**src/design/maxc_pkg.sv**
```systemverilog
// package: constants and types of the motion io control block
package maxc_pkg;
  localparam int NUM_AXES_DEF   = 4;
  localparam int MIN_AXES       = 2;
  localparam int POS_W_DEF      = 32;
  localparam int NUM_PROGS      = 9;
  localparam int MAX_RUNNING    = 4;
  localparam int MAX_LINES      = 1000;
  localparam int LINE_W         = 10;
  localparam int ADDR_WINDOW    = 16;
  localparam int PARAM_COUNT    = 80;
  localparam int PARAM_AW       = 7;
  localparam int CMD_W          = 16;
  localparam int EXEC_DEPTH     = 50;
  localparam int EXEC_AW        = 6;
  localparam logic [3:0] PROG_SEL_RST = 4'h1;
  localparam logic       START_POL_RST = 1'b1;
  localparam logic       STOP_POL_RST  = 1'b1;
  // command mode classes
  localparam logic [1:0] CLS_IMM  = 2'h1;
  localparam logic [1:0] CLS_PROG = 2'h2;
  localparam logic [1:0] CLS_BOTH = 2'h3;
  // command word field positions
  localparam int CMD_CLS_LSB    = 14;
  localparam int CMD_SLOT_LSB   = 10;

  typedef enum logic [3:0] {
    ST_LOAD  = 4'b0001,
    ST_RUN   = 4'b0010,
    ST_KILL  = 4'b0100,
    ST_FAULT = 4'b1000
  } maxc_state_type;
endpackage

```
**src/design/maxc_axis.sv**
```systemverilog
// one axis: limits, trigger compare and position capture
module maxc_axis
  import maxc_pkg::*;
#(
  parameter int POS_W = POS_W_DEF
) (
  input  wire logic             i_clk,
  input  wire logic             i_rst,
  input  wire logic             i_ce,
  input  wire logic             i_lim_pos_n,
  input  wire logic             i_lim_neg_n,
  input  wire logic             i_ref_n,
  input  wire logic             i_capture,
  input  wire logic             i_cap_en,
  input  wire logic             i_trig_en,
  input  wire logic             i_trig_pol,
  input  wire logic [POS_W-1:0] i_position,
  input  wire logic [POS_W-1:0] i_compare,
  output logic                  o_lim_pos,
  output logic                  o_lim_neg,
  output logic                  o_home,
  output logic                  o_trig,
  output logic [POS_W-1:0]      o_cap_pos,
  output logic                  o_cap_hit
);
  typedef struct packed {
    logic [2:0]       s_pos;
    logic [2:0]       s_neg;
    logic [2:0]       s_ref;
    logic [2:0]       s_cap;
    logic             trig;
    logic             cap_hit;
    logic [POS_W-1:0] cap_pos;
  } maxc_ax_type;
  maxc_ax_type ax_q, ax_d;

  always_comb begin
    ax_d = ax_q;
    ax_d.s_pos = {ax_q.s_pos[1:0], i_lim_pos_n};
    ax_d.s_neg = {ax_q.s_neg[1:0], i_lim_neg_n};
    ax_d.s_ref = {ax_q.s_ref[1:0], i_ref_n};
    ax_d.s_cap = {ax_q.s_cap[1:0], i_capture};
    ax_d.cap_hit = 1'b0;
    // compare hit turns the trigger to its active level
    if (!i_trig_en) begin
      ax_d.trig = 1'b0;
    end else if (i_position == i_compare) begin
      ax_d.trig = 1'b1;
    end
    // rising edge of capture latches the position
    if (i_cap_en && ax_q.s_cap[1] && !ax_q.s_cap[2]) begin
      ax_d.cap_pos = i_position;
      ax_d.cap_hit = 1'b1;
    end
  end

  always_ff @(posedge i_clk) begin
    if (i_rst) begin
      ax_q <= '0;
    end else if (i_ce) begin
      ax_q <= ax_d;
    end
  end

  assign o_lim_pos = !ax_q.s_pos[1];
  assign o_lim_neg = !ax_q.s_neg[1];
  assign o_home    = !ax_q.s_ref[1];
  assign o_trig    = ax_q.trig ^ ~i_trig_pol;
  assign o_cap_pos = ax_q.cap_pos;
  assign o_cap_hit = ax_q.cap_hit;

  property p_cap_latch;
    @(posedge i_clk) disable iff (i_rst)
      (i_ce && i_cap_en && ax_q.s_cap[1] && !ax_q.s_cap[2])
      |=> (o_cap_pos == $past(i_position)) && o_cap_hit;
  endproperty
  a_cap_latch: assert property (p_cap_latch)
    else $error("capture did not latch position");

  property p_trig_hit;
    @(posedge i_clk) disable iff (i_rst)
      (i_ce && i_trig_en && i_position == i_compare) |=> ax_q.trig;
  endproperty
  a_trig_hit: assert property (p_trig_hit)
    else $error("trigger missed compare");

  property p_lim_sync;
    @(posedge i_clk) disable iff (i_rst)
      (i_ce && !i_lim_pos_n) ##1 i_ce |=> o_lim_pos;
  endproperty
  a_lim_sync: assert property (p_lim_sync)
    else $error("low positive limit not seen as active");

  c_cap: cover property (@(posedge i_clk) o_cap_hit);
endmodule

```
**src/design/maxc_top.sv**
```systemverilog
// top: motion io control, program slots and command dispatch
//
// Behaviour
// positive limit input is active low
// reference switch, low active, marks home
// ready high only when ready, no fault
// ready low while ok indicator flashes/off
// start input runs selected program, polarity set
// stop halts selected program at next wait
// trigger edge when position meets compare value
// capture input latches actual axis position
// two to four axes, interpolation among them
// sixteen host addresses used
// interpolation only among own axes
// nine slots, at most four running
// at most 1000 lines per program
// parameters copied from nonvolatile at power-up
// host saves explicitly, never cyclically
// immediate commands queued, run in order
// program commands stored into slot 1-9
// commands accepted only in permitted mode
// amplifier ok low kills all motion
// negative limit input, active low
// limit blocks motion toward it, drops ready
module maxc_top
  import maxc_pkg::*;
#(
  parameter int NUM_AXES = NUM_AXES_DEF,
  parameter int POS_W    = POS_W_DEF
) (
  input  wire logic                      I_CLOCK,
  input  wire logic                      I_RST,
  input  wire logic                      I_CE,
  input  wire logic [NUM_AXES-1:0]       I_POSITIVE_LIMIT_INPUT_N,
  input  wire logic [NUM_AXES-1:0]       I_NEGATIVE_LIMIT_INPUT_N,
  input  wire logic [NUM_AXES-1:0]       I_REF_SWITCH_N,
  input  wire logic [NUM_AXES-1:0]       I_CAPTURE,
  input  wire logic [NUM_AXES-1:0]       I_AMP_OK,
  input  wire logic                      I_START,
  input  wire logic                      I_STOP,
  input  wire logic [NUM_AXES*POS_W-1:0] I_POSITION,
  input  wire logic [NUM_AXES*POS_W-1:0] I_COMPARE,
  input  wire logic [NUM_AXES-1:0]       I_TRIG_EN,
  input  wire logic [NUM_AXES-1:0]       I_TRIG_POL,
  input  wire logic [NUM_AXES-1:0]       I_CAP_EN,
  input  wire logic [NUM_AXES-1:0]       I_MOVE_DIR_POS,
  input  wire logic [NUM_AXES-1:0]       I_MOVE_REQ,
  input  wire logic                      I_SYS_READY,
  input  wire logic                      I_OK_LED_STEADY,
  input  wire logic                      I_NV_VALID,
  input  wire logic [CMD_W-1:0]          I_NV_DATA,
  input  wire logic [3:0]                I_HOST_ADDR,
  input  wire logic                      I_HOST_WR,
  input  wire logic [CMD_W-1:0]          I_HOST_DATA,
  input  wire logic                      I_EXEC_DONE,
  input  wire logic                      I_WAIT_REACHED,
  input  wire logic [3:0]                I_PROG_FINISHED,
  output logic                           O_MODULE_READY_OUTPUT,
  output logic [NUM_AXES-1:0]            O_TRIGGER,
  output logic [NUM_AXES*POS_W-1:0]      O_CAPTURE_POS,
  output logic [NUM_AXES-1:0]            O_CAPTURE_HIT,
  output logic [NUM_AXES-1:0]            O_HOME,
  output logic [NUM_AXES-1:0]            O_MOVE_ALLOW,
  output logic                           O_KILL,
  output logic                           O_PARAM_LOADED,
  output logic [3:0]                     O_RUN_COUNT,
  output logic [NUM_PROGS-1:0]           O_PROG_RUNNING,
  output logic                           O_EXEC_VALID,
  output logic [CMD_W-1:0]               O_EXEC_CMD,
  output logic                           O_CMD_REJECT
);
  // host window addresses
  localparam logic [3:0] A_IMM      = 4'h0;
  localparam logic [3:0] A_PROG     = 4'h1;
  localparam logic [3:0] A_PROG_SEL = 4'h2;
  localparam logic [3:0] A_POL      = 4'h3;

  typedef struct packed {
    maxc_state_type            st;
    logic [1:0]                s_start;
    logic [1:0]                s_stop;
    logic                      start_prev;
    logic [NUM_AXES-1:0]       s_aok1;
    logic [NUM_AXES-1:0]       s_aok2;
    logic [PARAM_AW-1:0]       ld_cnt;
    logic [3:0]                prog_sel;
    logic                      start_pol;
    logic                      stop_pol;
    logic                      stop_pend;
    logic [NUM_PROGS-1:0]      running;
    logic [EXEC_AW-1:0]        wr_ptr;
    logic [EXEC_AW-1:0]        rd_ptr;
    logic [EXEC_AW:0]          level;
    logic                      exec_valid;
    logic [CMD_W-1:0]          exec_cmd;
    logic                      reject;
    logic                      ready;
    logic [NUM_AXES-1:0]       allow;
  } maxc_top_type;
  maxc_top_type r_q, r_d;

  logic [CMD_W-1:0] param_mem  [PARAM_COUNT];
  logic [CMD_W-1:0] exec_mem   [EXEC_DEPTH];
  logic [LINE_W-1:0] line_cnt  [NUM_PROGS];
  logic [NUM_AXES-1:0] lim_pos, lim_neg;
  logic [1:0]          cls;
  logic [3:0]          slot;
  logic                imm_ok, prog_ok, push, pop;
  logic                start_lvl, stop_lvl;
  logic [3:0]          nrun;

  // ------------------------------------------------------------
  // axes
  // ------------------------------------------------------------
  for (genvar g = 0; g < NUM_AXES; g++) begin : g_ax
    maxc_axis #(.POS_W(POS_W)) u_axis (
      .i_clk       (I_CLOCK),
      .i_rst       (I_RST),
      .i_ce        (I_CE),
      .i_lim_pos_n (I_POSITIVE_LIMIT_INPUT_N[g]),
      .i_lim_neg_n (I_NEGATIVE_LIMIT_INPUT_N[g]),
      .i_ref_n     (I_REF_SWITCH_N[g]),
      .i_capture   (I_CAPTURE[g]),
      .i_cap_en    (I_CAP_EN[g]),
      .i_trig_en   (I_TRIG_EN[g]),
      .i_trig_pol  (I_TRIG_POL[g]),
      .i_position  (I_POSITION[g*POS_W +: POS_W]),
      .i_compare   (I_COMPARE[g*POS_W +: POS_W]),
      .o_lim_pos   (lim_pos[g]),
      .o_lim_neg   (lim_neg[g]),
      .o_home      (O_HOME[g]),
      .o_trig      (O_TRIGGER[g]),
      .o_cap_pos   (O_CAPTURE_POS[g*POS_W +: POS_W]),
      .o_cap_hit   (O_CAPTURE_HIT[g])
    );
  end

  // ------------------------------------------------------------
  // command decode
  // ------------------------------------------------------------
  assign cls  = I_HOST_DATA[CMD_CLS_LSB +: 2];
  assign slot = I_HOST_DATA[CMD_SLOT_LSB +: 4];
  assign imm_ok  = (cls == CLS_IMM) || (cls == CLS_BOTH);
  assign prog_ok = ((cls == CLS_PROG) || (cls == CLS_BOTH))
                   && slot >= 4'h1 && slot <= 4'(NUM_PROGS);
  assign push = I_HOST_WR && I_HOST_ADDR == A_IMM && imm_ok
                && r_q.st == ST_RUN && r_q.level < (EXEC_AW+1)'(EXEC_DEPTH);
  assign pop  = r_q.exec_valid && I_EXEC_DONE;
  assign start_lvl = r_q.s_start[1] ~^ r_q.start_pol;
  assign stop_lvl  = r_q.s_stop[1] ~^ r_q.stop_pol;

  always_comb begin
    nrun = '0;
    for (int i = 0; i < NUM_PROGS; i++) begin
      nrun = nrun + 4'(r_q.running[i]);
    end
  end

  // ------------------------------------------------------------
  // next state
  // ------------------------------------------------------------
  always_comb begin
    r_d = r_q;
    r_d.s_start = {r_q.s_start[0], I_START};
    r_d.s_stop  = {r_q.s_stop[0], I_STOP};
    r_d.start_prev = start_lvl;
    r_d.s_aok1 = I_AMP_OK;
    r_d.s_aok2 = r_q.s_aok1;
    r_d.reject = 1'b0;
    r_d.running = r_q.running & ~NUM_PROGS'(I_PROG_FINISHED != 4'h0
                  ? (9'h1 << (I_PROG_FINISHED - 4'h1)) : 9'h0);
    case (r_q.st)
      ST_LOAD: begin
        if (I_NV_VALID) begin
          r_d.ld_cnt = r_q.ld_cnt + 7'h1;
          if (r_q.ld_cnt == 7'(PARAM_COUNT - 1)) begin
            r_d.st = ST_RUN;
          end
        end
      end
      ST_RUN: begin
        if (!(&r_q.s_aok2)) begin
          r_d.st = ST_KILL;
        end
      end
      ST_KILL: begin
        r_d.running = '0;
        r_d.stop_pend = 1'b0;
        if (&r_q.s_aok2) begin
          r_d.st = ST_RUN;
        end
      end
      default: begin
        r_d.st = ST_LOAD;
      end
    endcase
    // host window: four of the sixteen addresses decoded, others ignored
    if (I_HOST_WR && r_q.st == ST_RUN) begin
      if (I_HOST_ADDR == A_IMM) begin
        r_d.reject = !push;
      end else if (I_HOST_ADDR == A_PROG) begin
        r_d.reject = !prog_ok
          || line_cnt[slot - 4'h1] == LINE_W'(MAX_LINES);
      end else if (I_HOST_ADDR == A_PROG_SEL) begin
        r_d.prog_sel = I_HOST_DATA[3:0];
      end else if (I_HOST_ADDR == A_POL) begin
        r_d.start_pol = I_HOST_DATA[0];
        r_d.stop_pol  = I_HOST_DATA[1];
      end
    end
    // start: edge to active level launches the selected program
    if (r_q.st == ST_RUN && start_lvl && !r_q.start_prev
        && r_q.prog_sel >= 4'h1 && r_q.prog_sel <= 4'(NUM_PROGS)
        && nrun < 4'(MAX_RUNNING)) begin
      r_d.running[r_q.prog_sel - 4'h1] = 1'b1;
    end
    // stop: held pending until the program reaches a wait
    if (r_q.stop_pend && I_WAIT_REACHED) begin
      r_d.running[r_q.prog_sel - 4'h1] = 1'b0;
      r_d.stop_pend = 1'b0;
    end
    if (stop_lvl) begin
      r_d.stop_pend = 1'b1;
    end
    // execution queue in arrival order
    if (push) begin
      r_d.wr_ptr = (r_q.wr_ptr == EXEC_AW'(EXEC_DEPTH - 1))
                   ? '0 : r_q.wr_ptr + 6'h1;
    end
    if ((pop || !r_q.exec_valid) && r_q.level != '0) begin
      r_d.rd_ptr = (r_q.rd_ptr == EXEC_AW'(EXEC_DEPTH - 1))
                   ? '0 : r_q.rd_ptr + 6'h1;
      r_d.exec_valid = 1'b1;
      r_d.exec_cmd = exec_mem[r_q.rd_ptr];
    end else if (pop) begin
      r_d.exec_valid = 1'b0;
    end
    r_d.level = r_q.level + (EXEC_AW+1)'(push)
      - (EXEC_AW+1)'((pop || !r_q.exec_valid) && r_q.level != '0);
    if (r_q.st == ST_KILL) begin
      r_d.exec_valid = 1'b0;
      r_d.level = '0;
      r_d.rd_ptr = r_q.wr_ptr;
    end
    // motion only away from an active limit
    for (int i = 0; i < NUM_AXES; i++) begin
      r_d.allow[i] = I_MOVE_REQ[i] && r_q.st == ST_RUN
        && !(I_MOVE_DIR_POS[i] ? lim_pos[i] : lim_neg[i]);
    end
    r_d.ready = I_SYS_READY && I_OK_LED_STEADY
      && r_q.st == ST_RUN && !(|lim_pos) && !(|lim_neg);
  end

  // ------------------------------------------------------------
  // registers and memories
  // ------------------------------------------------------------
  always_ff @(posedge I_CLOCK) begin
    if (I_RST) begin
      r_q <= '0;
      r_q.st <= ST_LOAD;
      r_q.prog_sel <= PROG_SEL_RST;
      r_q.start_pol <= START_POL_RST;
      r_q.stop_pol <= STOP_POL_RST;
      for (int i = 0; i < NUM_PROGS; i++) begin
        line_cnt[i] <= '0;
      end
    end else if (I_CE) begin
      r_q <= r_d;
      if (r_q.st == ST_RUN && I_HOST_WR && I_HOST_ADDR == A_PROG
          && prog_ok && line_cnt[slot - 4'h1] != LINE_W'(MAX_LINES)) begin
        line_cnt[slot - 4'h1] <= line_cnt[slot - 4'h1] + 10'h1;
      end
    end
  end

  always_ff @(posedge I_CLOCK) begin
    if (I_CE && r_q.st == ST_LOAD && I_NV_VALID) begin
      param_mem[r_q.ld_cnt] <= I_NV_DATA;
    end
    if (I_CE && push) begin
      exec_mem[r_q.wr_ptr] <= I_HOST_DATA;
    end
  end

  assign O_MODULE_READY_OUTPUT = r_q.ready;
  assign O_MOVE_ALLOW   = r_q.allow;
  assign O_KILL         = (r_q.st == ST_KILL);
  assign O_PARAM_LOADED = (r_q.st != ST_LOAD);
  assign O_RUN_COUNT    = nrun;
  assign O_PROG_RUNNING = r_q.running;
  assign O_EXEC_VALID   = r_q.exec_valid;
  assign O_EXEC_CMD     = r_q.exec_cmd;
  assign O_CMD_REJECT   = r_q.reject;

  // ------------------------------------------------------------
  // checks
  // ------------------------------------------------------------
  property p_ready_led;
    @(posedge I_CLOCK) disable iff (I_RST)
      (I_CE && !I_OK_LED_STEADY) |=> !O_MODULE_READY_OUTPUT;
  endproperty
  a_ready_led: assert property (p_ready_led)
    else $error("ready high while ok indicator not steady");

  property p_ready_lim;
    @(posedge I_CLOCK) disable iff (I_RST)
      (I_CE && (|lim_pos || |lim_neg)) |=> !O_MODULE_READY_OUTPUT;
  endproperty
  a_ready_lim: assert property (p_ready_lim)
    else $error("ready high with a limit active");

  property p_kill;
    @(posedge I_CLOCK) disable iff (I_RST)
      (I_CE && r_q.st == ST_RUN && !(&r_q.s_aok2)) |=> O_KILL;
  endproperty
  a_kill: assert property (p_kill)
    else $error("amplifier fault did not kill");

  property p_maxrun;
    @(posedge I_CLOCK) disable iff (I_RST)
      O_RUN_COUNT <= 4'(MAX_RUNNING);
  endproperty
  a_maxrun: assert property (p_maxrun)
    else $error("too many programs running");

  property p_dir_block;
    @(posedge I_CLOCK) disable iff (I_RST)
      (I_CE && I_MOVE_DIR_POS[0] && lim_pos[0]) |=> !O_MOVE_ALLOW[0];
  endproperty
  a_dir_block: assert property (p_dir_block)
    else $error("motion allowed into positive limit");

  property p_bad_cls;
    @(posedge I_CLOCK) disable iff (I_RST)
      (I_CE && r_q.st == ST_RUN && I_HOST_WR && I_HOST_ADDR == A_IMM
       && cls == CLS_PROG) |=> O_CMD_REJECT;
  endproperty
  a_bad_cls: assert property (p_bad_cls)
    else $error("program-only command accepted as immediate");

  c_ready:  cover property (@(posedge I_CLOCK) O_MODULE_READY_OUTPUT);
  c_kill:   cover property (@(posedge I_CLOCK) O_KILL);
  c_exec:   cover property (@(posedge I_CLOCK) O_EXEC_VALID);
endmodule

```
**config.mk**
```make
export PLATFORM = sky130hd
export DESIGN_NAME = maxc_top
export DESIGN_NICKNAME = d
export VERILOG_FILES = /design/src/design/maxc_pkg.sv /design/src/design/maxc_axis.sv /design/src/design/maxc_top.sv
export SDC_FILE = /design/constraint.sdc
export NUM_CORES = 2
export LEC_CHECK = 0
export BUFFER_PORTS_ARGS = -buffer_cell sky130_fd_sc_hd__buf_4
export CORE_MARGIN = 3
export CORE_UTILIZATION = 31
export DETAILED_ROUTE_END_ITERATION = 16
export PLACE_DENSITY = 0.48
export REMOVE_ABC_BUFFERS = 1
export SYNTH_ARGS = -nofsm -noshare
export SYNTH_HDL_FRONTEND = slang
export SYNTH_SLANG_ARGS = --single-unit
```
**constraint.sdc**
```tcl
create_clock -name I_CLOCK -period 5.98 [get_ports I_CLOCK]
set_clock_uncertainty 0.1 [all_clocks]
set_input_delay 0.897 -clock I_CLOCK [delete_from_list [all_inputs] [get_ports I_CLOCK]]
set_output_delay 0.897 -clock I_CLOCK [all_outputs]
set_load 0.05 [all_outputs]
```
==> impl_metrics.csv <==
group,metric,value,unit
timing,finalSetupTns,0,ns
setup_path,cpMostUsedCell,"fa_1",
route,wl_per_cell,24.4,um
synth,yosys_warnings,0,
power_and_ir_drop,cellLeakagePower,20.4,nW
synth,synth_area,50500,um^2
floorplanning,dieHeight,410,um
setup_path,r2r_cells,15,
timing,slew_viol_final,0,
global_route,grt_pass1_vias,29100,
synth,yosysTopAreaCell,"edfxtp_1",
setup_path,end_kind,"output pin",
setup_path,rr_startpoint,"O_PROG_RUNNING[1]",
cells_and_area,synthToLayoutAreaGrowth,19.9,%
flow_run,maxCapViolCount,0,
timing,fin_crit_sh,0.807,
cells_and_area,stdcell_count,5952,
power_and_ir_drop,worst_ir_drop_vdd,0.292,mV
synth,synthArstFlopShare,0,
setup_path,timing.rr.end,"O_PROG_RUNNING[5]",
cells_and_area,design_area,60600,um^2
power_and_ir_drop,p_comb_frac,0.172,
route,drt-total-wl,145,mm
synth,synth_cells,3262,
synth,avgSynthCellArea,15.5,um^2
cells_and_area,fillers,15300,
route,firstDrtPassIters,5,
timing,setup-violations-final,0,
synth,synth-seq-cells,1213,
setup_path,worstPathCellList,"inv_1, fa_1, fa_1, fa_1, inv_1, fa_1, inv_1, fa_1, inv_1, buf_4",
power_and_ir_drop,p_sw_frac,0.263,
clock_tree,clock_sinks,1213,
power_and_ir_drop,p_seq_frac,0.437,
hold_path,hp-class,"input port to flip-flop",
floorplanning,core_area,161000,um^2
setup_path,worstPathMaxFanout,4,
cells_and_area,drive_gt1_frac,0.316,
floorplanning,dieArea,168000,um^2
status,outcome,"completed",
setup_path,worstPathRequired,4.98,ns
global_route,grt_pass1_wl,209,mm
place,dp_cells,5696,
global_route,grt.total_usage,0.170,
timing,slew-limit-headroom,0.215,
hold_path,hp-start,"I_POSITIVE_LIMIT_INPUT_N[0]",
setup_path,critPathBufInv,5,
place,placed_area,56100,um^2
global_route,grt_max_degree,78,
setup_path,cp-start-kind,"flip-flop",
synth,synth_edf_count,960,
global_route,antenna_found_initial,6,
setup_path,worstSetupPathType,"flip-flop to output pin",
route,viasPerCell,4.82,
clock_tree,postCtsResizedCells,0,
global_route,grt.overflow.total,0,
clock_tree,clk_latency,0.76,ns
clock_tree,cts.clk_slew.worst_paths,0.06,ns
route,drc,0,
synth,synthFlopType,"edfxtp_1",
place,gp_congestion,0.895,
floorplanning,ios,525,
route,dr_total_vias,28700,
synth,ys_seq_area_frac,0.670,
clock_tree,cts_root_buf,"clkbuf_16",
route,ant_nets,0,
timing,rsz0062_at_grt,"no",
hold_path,hold_depth,3,
place,portBuffers,508,
clock_tree,post-cts-setup-buffer-count,0,
place,hpwl,93.8,mm
floorplanning,dieWidth,410,um
setup_path,r2r_slack,1.41,ns
setup_path,crit_family,"adder cells",
setup_path,worstPathArrival,3.83,ns
power_and_ir_drop,power.density,357,nW/um^2
clock_tree,cts_buffers,139,
synth,ys_types,76,
floorplanning,rows,147,
clock_tree,cts_buffer_depth,3,
timing,fmax,0.207,GHz
floorplanning,start_util,0.313,
clock_tree,cts_tree,"built",
power_and_ir_drop,p_int,15.9,mW
power_and_ir_drop,p_switching,5.69,mW
clock_tree,holdBufCountCts,0,
synth,synth_area_leaders,"edfxtp_1, mux4_2, dfxtp_1",
hold_path,holdPathEnd,"g_ax[0].u_axis.ax_d[44]",
power_and_ir_drop,pwr-share-clk,0.390,
synth,synth_top_area_share,0.570,
timing,finalHoldViolCount,0,
timing,min_period,4.83,ns
clock_tree,cts-htree-levels,4,
setup_path,cp_slowest_cell,"fa_1",
timing,worst_slew_pin_slew,1.18,ns
setup_path,critPathMaxStageDelay,0.52,ns
route,first_iter_violations,2483,
cells_and_area,final_nets,4058,
[power groups by stage]
stage / Sequential (mW) / Combinational (mW) / Clock [mW]
6_report: 9.45 / 3.73 / 8.44
5_1_grt: 9.47 / 4.00 / 9.07
3_3_place_gp: 9.64 / 3.77 / 0
4_1_cts: 9.46 / 3.78 / 8.71
2_1_floorplan: 10.0 / 2.56 / 0
3_5_place_dp: 9.63 / 3.78 / 0
[through the flow]
step,hold WS [ns],setup WS [ns],total power [mW],util
2_1_floorplan,0.352,-4.21,12.6,-
3_3_place_gp,0.343,0.712,13.4,0.348
3_5_place_dp,0.347,0.723,13.4,0.348
4_1_cts,0.210,1.06,21.9,0.376
5_1_grt,0.248,0.825,22.5,0.376
6_report,0.282,1.15,21.6,0.376
[state kept, by name, summed over array words and instances, names as in the netlist]
register	cells
O_CMD_REJECT	1
O_EXEC_CMD	16
O_EXEC_VALID	1
O_MODULE_READY_OUTPUT	1
O_MOVE_ALLOW	4
O_PROG_RUNNING	9
exec_mem	800
g_ax.u_axis.ax_d	32
g_ax.u_axis.ax_q	8
g_ax.u_axis.o_cap_hit	4
g_ax.u_axis.o_cap_pos	128
line_cnt	160
r_d	6
r_q	43
[layout by cell type, fill, tap and decap left out, drive strengths merged, types with 28 or more instances in the layout]
| cell | Yosys | routed |
|---|---|---|
| inv | 60 | 70 |
| mux4 | 273 | 273 |
| a22oi | 30 | 30 |
| buf | 230 | 615 |
| nor2 | 265 | 265 |
| nand4 | 47 | 47 |
| ha | 28 | 28 |
| edfxtp | 960 | 960 |
| a21oi | 194 | 194 |
| mux2i | 101 | 101 |
| xor2 | 29 | 29 |
| dfxtp | 253 | 253 |
| xnor2 | 133 | 133 |
| nand2 | 328 | 328 |
| clkinv | 2 | 43 |
| clkbuf | 112 | 185 |
[cell families after synthesis]
| family | Yosys count | share of synthesized area |
|---|---|---|
| AOI/OAI and AO/OA | 298 | 0.0344 |
| xor gates and xnor gates | 162 | 0.0287 |
| adders and majority gates | 34 | 0.00931 |
| buffers and inverters | 404 | 0.0450 |
| DFF | 1213 | 0.670 |
| muxes | 388 | 0.145 |
| and+or+nand+nor | 763 | 0.0671 |
[cell usage after synthesis, types with 4 or more instances]
cell      count
buf_1        19
o311ai_0      5
nor3_1        9
and2_1        6
xnor2_1     131
xor2_1       28
o22ai_1       5
nand3_1      25
mux4_2      272
a221oi_1      5
a211oi_1      8
inv_1        60
a21oi_1     194
a31oi_1       6
ha_1         28
buf_6         9
mux2_2       14
and3_2        4
nor2_2        7
edfxtp_1    960
or3_1         6
nor4_1       13
and3_1        6
o21ai_0      21
nand4_1      45
o211ai_1      5
dfxtp_1     253
clkbuf_1    111
buf_2        32
nand3b_1      4
fa_1          6
nand2_1     328
a22oi_1      30
mux2i_1     100
nor2b_1      15
buf_4       169
nor2_1      258
nand2b_1     12
[layout make-up]
| type | count | area [um^2] | area share |
|---|---|---|---|
| inverter | 62 | 233 | 0.00384 |
| clock buffer | 184 | 3800 | 0.0627 |
| clock inverter | 68 | 722 | 0.0119 |
| antenna | 4 | 10.0 | 0.000165 |
| tap | 2160 | 2700 | 0.0446 |
| sequential | 1213 | 33900 | 0.559 |
| timing repair buffer | 616 | 4710 | 0.0776 |
| multi-input combinational | 1645 | 14500 | 0.240 |
[worst max path at each step]
| stage | startpoint | endpoint | slack [ns] | cells after the start |
|---|---|---|---|---|
| finish | O_PROG_RUNNING[1] | O_RUN_COUNT[1] | 1.15 | 10 |
| global route | O_PROG_RUNNING[0] | O_PROG_RUNNING[5] | 0.82 | 15 |
| CTS | O_PROG_RUNNING[0] | O_RUN_COUNT[1] | 1.06 | 10 |
| detailed placement | I_HOST_DATA[11] | line_cnt[5][4] | 0.72 | 12 |
| global placement | I_HOST_DATA[11] | line_cnt[7][9] | 0.71 | 11 |
| floorplan | r_q[30] | O_EXEC_CMD[13] | -4.21 | 6 |
[routing by layer]
metal	track usage	share of wire	vias to the layer above
met5	0	0.000089	-
met4	0.0422	0.020	2
met3	0.0372	0.057	177
met2	0.268	0.47	733
met1	0.239	0.45	14800
li1	-	-	13000
[worst register-to-register path: stages, from the launching register on]
cell and delay [ns]:
dfxtp_1 0.41, inv_1 0.08, fa_1 0.47, fa_1 0.51
fa_1 0.41, inv_1 0.07, fa_1 0.18, inv_1 0.06
fa_1 0.43, xnor2_1 0.15, nor2_1 0.09, nor4bb_1 0.80
nand2b_1 0.18, o21ai_0 0.18, o311ai_0 0.16, a21oi_1 0.20
No activity file was read; power rests on OpenSTA's default activity.
